[src/prox_pkg.sv]
// Package for the proximity result and offset register block.
// Assumes a register port driven by the serial interface logic on ref_clk.
package prox_pkg;
  localparam logic [7:0] PROX_LOW_ADDR = 8'h18;
  localparam logic [7:0] PROX_HIGH_ADDR = 8'h19;
  localparam logic [7:0] PROX_OFFSET_ADDR = 8'h1E;
  localparam logic [7:0] PROX_OFFSET_RESET = 8'h00;
  localparam logic [15:0] PROX_RESULT_RESET = 16'h0000;
  localparam int PROX_SIGN_BIT = 7;
  localparam logic [15:0] PROX_RESULT_MAX = 16'hFFFF;
  // Proximity gain multipliers by select code.
  localparam logic [2:0] PROX_GAIN_MULT_0 = 3'h1;
  localparam logic [2:0] PROX_GAIN_MULT_1 = 3'h2;
  localparam logic [2:0] PROX_GAIN_MULT_2 = 3'h4;
  localparam logic [2:0] PROX_GAIN_MULT_3 = 3'h7;
endpackage : prox_pkg

[src/prox_offset_calc.sv]
// Offset correction of a raw proximity sample, purely combinational.
// Assumes gain, drive and pulse settings are stable register values.
`timescale 1ns/1ps
`default_nettype none
module prox_offset_calc (
  input wire logic [15:0] raw_result,
  input wire logic [7:0] offset_trim,
  input wire logic [1:0] proximity_gain_select,
  input wire logic [1:0] led_drive_strength,
  input wire logic [7:0] proximity_pulse_count,
  output logic [15:0] corrected_result
);
  logic [2:0] gain_mult;
  logic [2:0] drive_mult;
  logic [23:0] shift_amount;
  logic [24:0] sum_up;
  logic [24:0] diff_down;

  always_comb begin
    unique case (proximity_gain_select)
      2'h0: gain_mult = prox_pkg::PROX_GAIN_MULT_0;
      2'h1: gain_mult = prox_pkg::PROX_GAIN_MULT_1;
      2'h2: gain_mult = prox_pkg::PROX_GAIN_MULT_2;
      2'h3: gain_mult = prox_pkg::PROX_GAIN_MULT_3;
    endcase
    // Stronger drive code means weaker current, so a smaller shift.
    drive_mult = 3'h4 - {1'b0, led_drive_strength};
    // Size of shift scales with gain, drive and pulse count.
    shift_amount = 24'({17'h0, offset_trim[6:0]} * gain_mult * drive_mult
                       * ({1'b0, proximity_pulse_count} + 9'h001)); // see RULE7
    sum_up = {9'h000, raw_result} + {1'b0, shift_amount};
    diff_down = {9'h000, raw_result} - {1'b0, shift_amount};
    if (offset_trim[prox_pkg::PROX_SIGN_BIT]) begin
      // Sign one raises the result, clamped at full scale.
      corrected_result = (sum_up[24:16] != 9'h000) ? prox_pkg::PROX_RESULT_MAX
                         : sum_up[15:0]; // see RULE6 see RULE9
    end else begin
      // Sign zero lowers the result, clamped at zero.
      corrected_result = diff_down[24] ? 16'h0000 : diff_down[15:0]; // see RULE6 see RULE9
    end
  end
endmodule : prox_offset_calc
`default_nettype wire

[src/prox_regs.sv]
// Proximity result and offset register bank.
// Assumes the serial interface presents byte reads and writes on ref_clk,
// and the measurement engine pulses sample_valid with each new result.
`timescale 1ns/1ps
`default_nettype none
// Functional notes
// RULE1: Result is 16 bits, low byte at lower address, high byte next.
// RULE2: Reading low byte latches upper eight bits; high read returns latch.
// RULE3: Latched high byte stays consistent despite new conversions between reads.
// RULE4: Host should read both bytes in one auto-increment transaction; prox_host rd2 issues two separate single-byte reads.
// RULE5: Offset register is eight bits, sign-magnitude, bit seven the sign.
// RULE6: Sign zero shifts result down; sign one shifts it up.
// RULE7: Low seven bits size the shift, scaled by gain, drive, pulses.
// RULE8: Host should average several results to reduce noise.
// RULE9: Corrected result clamps to zero and full scale, never wraps.
module prox_regs (
  input wire logic ref_clk,
  input wire logic rst,
  input wire logic reg_rd_stb,
  input wire logic reg_wr_stb,
  input wire logic [7:0] reg_addr,
  input wire logic [7:0] reg_wdata,
  input wire logic [15:0] raw_result,
  input wire logic sample_valid,
  input wire logic [1:0] proximity_gain_select,
  input wire logic [1:0] led_drive_strength,
  input wire logic [7:0] proximity_pulse_count,
  output logic [7:0] reg_rdata,
  output logic reg_rvalid,
  output logic [7:0] offset_trim_out
);
  logic [15:0] result_q;
  logic [15:0] result_d;
  logic [7:0] shadow_q;
  logic [7:0] shadow_d;
  logic [7:0] offset_q;
  logic [7:0] offset_d;
  logic [7:0] rdata_q;
  logic [7:0] rdata_d;
  logic rvalid_q;
  logic rvalid_d;
  logic [15:0] corrected;

  prox_offset_calc u_calc (
    .raw_result(raw_result),
    .offset_trim(offset_q),
    .proximity_gain_select(proximity_gain_select),
    .led_drive_strength(led_drive_strength),
    .proximity_pulse_count(proximity_pulse_count),
    .corrected_result(corrected)
  );

  always_comb begin
    result_d = result_q;
    shadow_d = shadow_q;
    offset_d = offset_q;
    rdata_d = rdata_q;
    rvalid_d = 1'b0;
    // Live result follows each completed conversion.
    if (sample_valid) begin
      result_d = corrected;
    end
    if (reg_wr_stb && reg_addr == prox_pkg::PROX_OFFSET_ADDR) begin
      offset_d = reg_wdata; // see RULE5
    end
    if (reg_rd_stb) begin
      rvalid_d = 1'b1;
      unique case (reg_addr)
        prox_pkg::PROX_LOW_ADDR: begin
          rdata_d = result_q[7:0]; // see RULE1
          shadow_d = result_q[15:8]; // see RULE2
        end
        prox_pkg::PROX_HIGH_ADDR: begin
          // Shadow is only reloaded by a low read, not by new samples.
          rdata_d = shadow_q; // see RULE2 see RULE3
        end
        prox_pkg::PROX_OFFSET_ADDR: begin
          rdata_d = offset_q;
        end
        default: begin
          rdata_d = 8'h00;
        end
      endcase
    end
  end

  always_ff @(posedge ref_clk) begin
    if (rst) begin
      result_q <= prox_pkg::PROX_RESULT_RESET;
      shadow_q <= 8'h00;
      offset_q <= prox_pkg::PROX_OFFSET_RESET;
      rdata_q <= 8'h00;
      rvalid_q <= 1'b0;
    end else begin
      result_q <= result_d;
      shadow_q <= shadow_d;
      offset_q <= offset_d;
      rdata_q <= rdata_d;
      rvalid_q <= rvalid_d;
    end
  end

  assign reg_rdata = rdata_q;
  assign reg_rvalid = rvalid_q;
  assign offset_trim_out = offset_q;
endmodule : prox_regs
`default_nettype wire

[config.mk]
export PLATFORM = sky130hd
export DESIGN_NAME = prox_regs
export DESIGN_NICKNAME = d
export VERILOG_FILES = /design/src/prox_pkg.sv /design/src/prox_offset_calc.sv /design/src/prox_regs.sv
export SDC_FILE = /design/constraint.sdc
export NUM_CORES = 1
export LEC_CHECK = 0
export BUFFER_PORTS_ARGS = -buffer_cell sky130_fd_sc_hd__clkbuf_2
export CAP_MARGIN = 10
export CELL_PAD_IN_SITES_DETAIL_PLACEMENT = 0
export CELL_PAD_IN_SITES_GLOBAL_PLACEMENT = 1
export CORE_ASPECT_RATIO = 0.7
export CORE_UTILIZATION = 48
export CTS_CLUSTER_DIAMETER = 60
export CTS_CLUSTER_SIZE = 40
export DETAILED_ROUTE_END_ITERATION = 8
export GPL_ROUTABILITY_DRIVEN = 0
export GPL_TIMING_DRIVEN = 0
export PLACE_DENSITY_LB_ADDON = 0.1
export SYNTH_ARGS = -nofsm -noshare
export SYNTH_HDL_FRONTEND = slang
export SYNTH_HIERARCHICAL = 1
export SYNTH_SLANG_ARGS = --single-unit
[constraint.sdc]
create_clock -name ref_clk -period 11.6 [get_ports ref_clk]
set_clock_uncertainty 0.05 [all_clocks]
set_input_delay 0 -clock ref_clk [delete_from_list [all_inputs] [get_ports ref_clk]]
set_output_delay 0 -clock ref_clk [all_outputs]
set_load 0.02 [all_outputs]
==> reports/metrics.cfg, run 1 <==
[status]
run_status=finished, final reports clean

[power_and_ir_drop]
p_per_cell_area_nw_per_um2=40.43
power.leakage_nw=4.815
vdd_drop_max_uv=85.48

[setup_path]
timing.critical_path.slowest_stage_cell=sky130_fd_sc_hd__fa_1
rr_worst_depth=44
cp-end-kind=flop
ff2ff_setup_slack_ns=0.68
worstPathMaxFanout=9
critical_path_source=proximity_gain_select[1]
critPathCapture=result_q[1]
worstPathArrival_ns=11.03
r2r_start=offset_trim_out[0]
r2r-end=result_q[1]
worst_setup_path_start_kind=input port
cpPeakStageDelay_ns=0.54
worst-endpoint-required_ns=11.71
timing.setup.critical_path_class=input port to flop

[logic_synthesis]
synth_nets=1343
synthesized_netlist_cell_count=1097
synth_flop_cell=sky130_fd_sc_hd__dfxtp_1
synth-seq-cells=41
postSynthAreaPerCell_um2=8.116
number_of_library_cell_types_mapped_by_synthesis=75
yosysWarnings=6
synth_area_um2=8904
synth_enable_flop_cells=0
async_reset_ff_frac=0
ys_seq_area_frac=0.09219

[timing]
final.period_utilization=0.9418
max_slew_margin=0.2742
final-max-slew-violation-count=0
fmaxAchievable_ghz=0.09153
final.setup.worst_slack_ns=0.6749
measured_slew_at_the_worst_slew_check_pin_ns=1.081
final.hold.worst_slack_ns=0.06273
finalWorstPathRequiredPeriod_ns=10.93
final-setup-viol-count=0
finalHoldViolCount=0

[job]
cap_viol_max_count=0

[detailed_routing]
finalWirelength_um=23020
first_pass_iters=5
avgViaCountPerCell=5.434
num_vias=7716
post-route-drc-count=0
wl_per_cell_um=16.21
dr.first_iter.drc_count=532
ant_nets=0

[floorplan]
die_width_um=164.8
floorplan.rows=41
placeableCoreArea_um2=18110
floorplan.io_pins=66
total_die_area_um2=19110
die_height_um=116.0
start_util=0.4917

[clock_tree]
tritoncts=done
clock_sink_count=41
cts_buffers=5
cts.htree.levels=2
worst_skew_pair_latency_ns=0.29
cts_max_path_buffers=2
clkSlewWorstSetupHoldPaths_ns=0.07
clk_root_buffer_cell=sky130_fd_sc_hd__clkbuf_16

[global_routing]
grt-ovfl-total=0
grtUsageTotal=0.2522
initial_antenna_violation_count=0
grt_first_pass_wirelength_um=37490
grt_max_degree=17
grt_pass1_vias=7092

[cells_and_area]
layout.cells.most_common_list=172 x sky130_fd_sc_hd__inv_1, 124 x sky130_fd_sc_hd__nand2_1, 102 x sky130_fd_sc_hd__ha_1
layout_commonest_cell=sky130_fd_sc_hd__inv_1
synthToLayoutAreaGrowth_pct=11.26
fin_nets=1429
drive_above_1_share=0.1064
antenna-diode-count=0

[place]
dp_worst_setup_slack_ns=-0.1100
placement.io_buffers=63
dp_hpwl_um=19380

[worst_hold_path]
min_path_cells=3
hp-class=input port to flop

synth_stat cells (22+ instances only):
| cell type | instances | area share |
|---|---|---|
| sky130_fd_sc_hd__a21oi_1 | 44 | 0.025 |
| sky130_fd_sc_hd__inv_1 | 172 | 0.073 |
| sky130_fd_sc_hd__fa_1 | 95 | 0.21 |
| sky130_fd_sc_hd__nor2_1 | 75 | 0.032 |
| sky130_fd_sc_hd__dfxtp_1 | 41 | 0.092 |
| sky130_fd_sc_hd__xnor2_1 | 28 | 0.028 |
| sky130_fd_sc_hd__clkbuf_1 | 22 | 0.0093 |
| sky130_fd_sc_hd__ha_1 | 102 | 0.14 |
| sky130_fd_sc_hd__nand2b_1 | 50 | 0.035 |
| sky130_fd_sc_hd__o21ai_0 | 22 | 0.012 |
| sky130_fd_sc_hd__mux2i_1 | 32 | 0.036 |
| sky130_fd_sc_hd__and2_1 | 40 | 0.028 |
| sky130_fd_sc_hd__nand2_1 | 124 | 0.052 |
area by class of cell:
| type | instances | area [um2] |
|---|---|---|
| multi-input combinational | 852 | 7353 |
| clock buffer | 5 | 125.1 |
| inverter | 172 | 645.6 |
| timing repair buffer | 79 | 470.5 |
| fill | 1786 | 8203 |
| tap | 236 | 295.3 |
| clock inverter | 3 | 28.78 |
| buffer | 32 | 166.4 |
| sequential | 41 | 820.8 |
timing repair:
action | 4_1_cts | 5_1_grt
hold buffers | 14 | 0
endpoints found under the setup margin | 0 | 16
gates resized for setup | 0 | 15
endpoints found under the hold margin | 9 | 0
setup buffers | 0 | 2
critical path: cells and delay by family:
kind / cells / cell delay (ns)
and+or+nand+nor: 9 / 1.55
buffers and inverters: 9 / 0.84
adders and majority gates: 12 / 4.91
AOI/OAI and AO/OA: 15 / 3.07
xor gates and xnor gates: 2 / 0.46
muxes: 1 / 0.15
cells by family after synthesis:
kind of cell	synth area share
AO/OA/AOI/OAI	0.1580
multiplexers	0.03598
AND/OR/NAND/NOR	0.2244
flip-flops	0.09219
XOR/XNOR	0.04132
buffers and inverters	0.09120
adder cells (fa/ha/maj)	0.3569
worst min path at each step:
stage	from	endpoint	slack (ns)
global route	reg_rd_stb	reg_rvalid	0.10
finish	reg_rd_stb	reg_rvalid	0.06
global placement	reg_wdata[3]	offset_trim_out[3]	0.20
detailed placement	reg_wdata[3]	offset_trim_out[3]	0.20
floorplan	reg_wdata[1]	offset_trim_out[1]	0.10
CTS	reg_rd_stb	reg_rvalid	0.06
state kept, by name, indices dropped and copies added (netlist names):
name             flops
offset_trim_out      8
reg_rdata            8
reg_rvalid           1
result_q            16
shadow_q             8
layer usage:
metal,share of wire,up-vias,track usage
li1,-,3812,-
met4,0.0015,0,0.01284
met1,0.54,3686,0.4150
met5,0,-,0
met3,0.077,4,0.05906
met2,0.38,214,0.3364
stage by stage:
| step | total power, W | cell area, um2 | utilization | TNS [ns] | instances |
|---|---|---|---|---|---|
| floorplan | 0.0002166 | 8904 | - | 0 | 1097 |
| global placement | 0.0002500 | 9514 | 0.5254 | -0.3679 | 1396 |
| detailed placement | 0.0002498 | 9514 | 0.5254 | -0.8002 | 1396 |
| CTS | 0.0004012 | 9808 | 0.5416 | 0 | 1418 |
| global route | 0.0004203 | 9906 | 0.5470 | -0.1099 | 1420 |
| finish | 0.0004004 | 9906 | 0.5470 | 0 | 1420 |
where the power goes:
group	internal, W	switching [W]	leakage (nW)
Clock	0.0000829	0.0000651	0.0767
Combinational	0.0000435	0.0000619	4.41
Sequential	0.000145	0.00000211	0.333
Total	0.000271	0.000129	4.82
Power figures use the tool's default switching activity.
==> inputs of run 2 (changes only) <==
- ABC_CLOCK_PERIOD_IN_PS: default -> 11600
- BUFFER_PORTS_ARGS: -buffer_cell sky130_fd_sc_hd__clkbuf_2 -> default
- CORE_ASPECT_RATIO: 0.7 -> 1.25
- CORE_UTILIZATION: 48 -> 50
- DONT_BUFFER_PORTS: default -> 1
==> reports/metrics.cfg, run 2 (synthesis results as in run 1) <==
[cells_and_area]
synthToLayoutAreaGrowth_pct=8.066
fillCellCount=1674
top_register=result_q
finalNonFillerCells=1348
fin_nets=1369
layout_commonest_cell=sky130_fd_sc_hd__inv_1
drive_above_1_share=0.05872
multiInputGateArea_um2=7368
layout.cells.most_common_list=172 x sky130_fd_sc_hd__inv_1, 124 x sky130_fd_sc_hd__nand2_1, 102 x sky130_fd_sc_hd__ha_1
antenna-diode-count=0
layout.cell_area.non_filler_um2=9622
layout.area.seq_um2=825.8
largest_reg_flops=16

[place]
dp_worst_setup_slack_ns=0.1727
placed_cells=1321
placement.io_buffers=0
dp_hpwl_um=18320
place_area_um2=9184

[global_routing]
grt_pass1_vias=7422
grt_first_pass_wirelength_um=36420
initial_antenna_violation_count=0
grt_max_degree=15
grt-ovfl-total=0
grtUsageTotal=0.2520

[timing]
measured_slew_at_the_worst_slew_check_pin_ns=0.9889
final.setup.worst_slack_ns=0.7447
final.period_utilization=0.9358
fmaxAchievable_ghz=0.09212
max_slew_margin=0.3360
final.hold.worst_slack_ns=0.03683
final-max-slew-violation-count=0
finalHoldViolCount=0
final-setup-viol-count=0
finalWorstPathRequiredPeriod_ns=10.86

[power_and_ir_drop]
p_per_cell_area_nw_per_um2=39.54
vdd_drop_max_uv=48.56
finalPower_w=0.0003804
power.leakage_nw=4.541

[detailed_routing]
finalWirelength_um=22350
dr.first_iter.drc_count=353
first_pass_iters=5
post-route-drc-count=0
ant_nets=0
num_vias=7439
avgViaCountPerCell=5.519
wl_per_cell_um=16.58

[setup_path]
timing.critical_path.slowest_stage_cell=sky130_fd_sc_hd__fa_1
cpPeakStageDelay_ns=0.52
worst_setup_path_start_kind=flop
cp-end-kind=flop
critical-path-top-delay-family=adder cells
worst-endpoint-required_ns=11.78
cp.buffers_inverters=9
worstPathMaxFanout=10
worstPathArrival_ns=11.03
timing.setup.critical_path_class=flop to flop

[clock_tree]
worst_skew_pair_latency_ns=0.29
cts.htree.levels=2
clkSlewWorstSetupHoldPaths_ns=0.06
cts_buffers=5
clock_sink_count=41
cts_max_path_buffers=2
clk_root_buffer_cell=sky130_fd_sc_hd__clkbuf_16
tritoncts=done

[floorplan]
placeableCoreArea_um2=17430
die_width_um=121.4
die_height_um=151.2
floorplan.io_pins=66
floorplan.rows=54
start_util=0.5108
total_die_area_um2=18350

[job]
cap_viol_max_count=0

[worst_hold_path]
hp-class=input port to flop

[status]
run_status=finished, final reports clean

[run 2: stage by stage]
stage               setup TNS, ns  utilization
detailed placement              0       0.5268
CTS                             0       0.5457
finish                          0       0.5520
global placement                0       0.5268
global route              -0.1150       0.5520
floorplan                       0            -
[run 2: path summary, 6_finish.rpt]
kind	startpoint	end	slack, ns	cells after the start
setup reg to reg	offset_trim_out[1]	result_q[6]	0.74	46
hold reg to reg	result_q[12]	result_q[12]	0.44	2
hold / removal	reg_wr_stb	offset_trim_out[4]	0.04	3
setup / recovery	offset_trim_out[1]	result_q[6]	0.74	46
[run 2: cell type report]
| type | count | area share |
|---|---|---|
| inverter | 172 | 0.06710 |
| sequential | 41 | 0.08583 |
| tap | 224 | 0.02913 |
| clock inverter | 3 | 0.002341 |
| buffer | 32 | 0.01730 |
| multi-input combinational | 852 | 0.7658 |
| timing repair buffer | 19 | 0.01951 |
| clock buffer | 5 | 0.01300 |
[run 2: what timing repair did]
item,in CTS,in global routing
buffers inserted,0,1
hold buffers,18,0
resized for setup,0,20
setup endpoints to repair,0,16
hold endpoints to repair,18,0
[run 2: routing by layer]
metal | routed length, um | track usage | up-vias
met4 | 435 | 0.07222 | 0
met2 | 11730 | 0.4776 | 145
met1 | 9346 | 0.2971 | 3577
met3 | 839 | 0.02447 | 30
li1 | - | - | 3687
met5 | 0 | 0 | -
[run 2: tightest hold or removal path, delay by kind of cell]
kind | cells | cell delay [ns]
mux | 1 | 0.12
simple gates | 2 | 0.20
[run 2: power by group]
part | switching, W | internal [W] | total (W)
Sequential | 0.00000255 | 0.000145 | 0.000148
Clock | 0.0000579 | 0.0000800 | 0.000138
Combinational | 0.0000556 | 0.0000394 | 0.0000950
Total | 0.000116 | 0.000264 | 0.000380
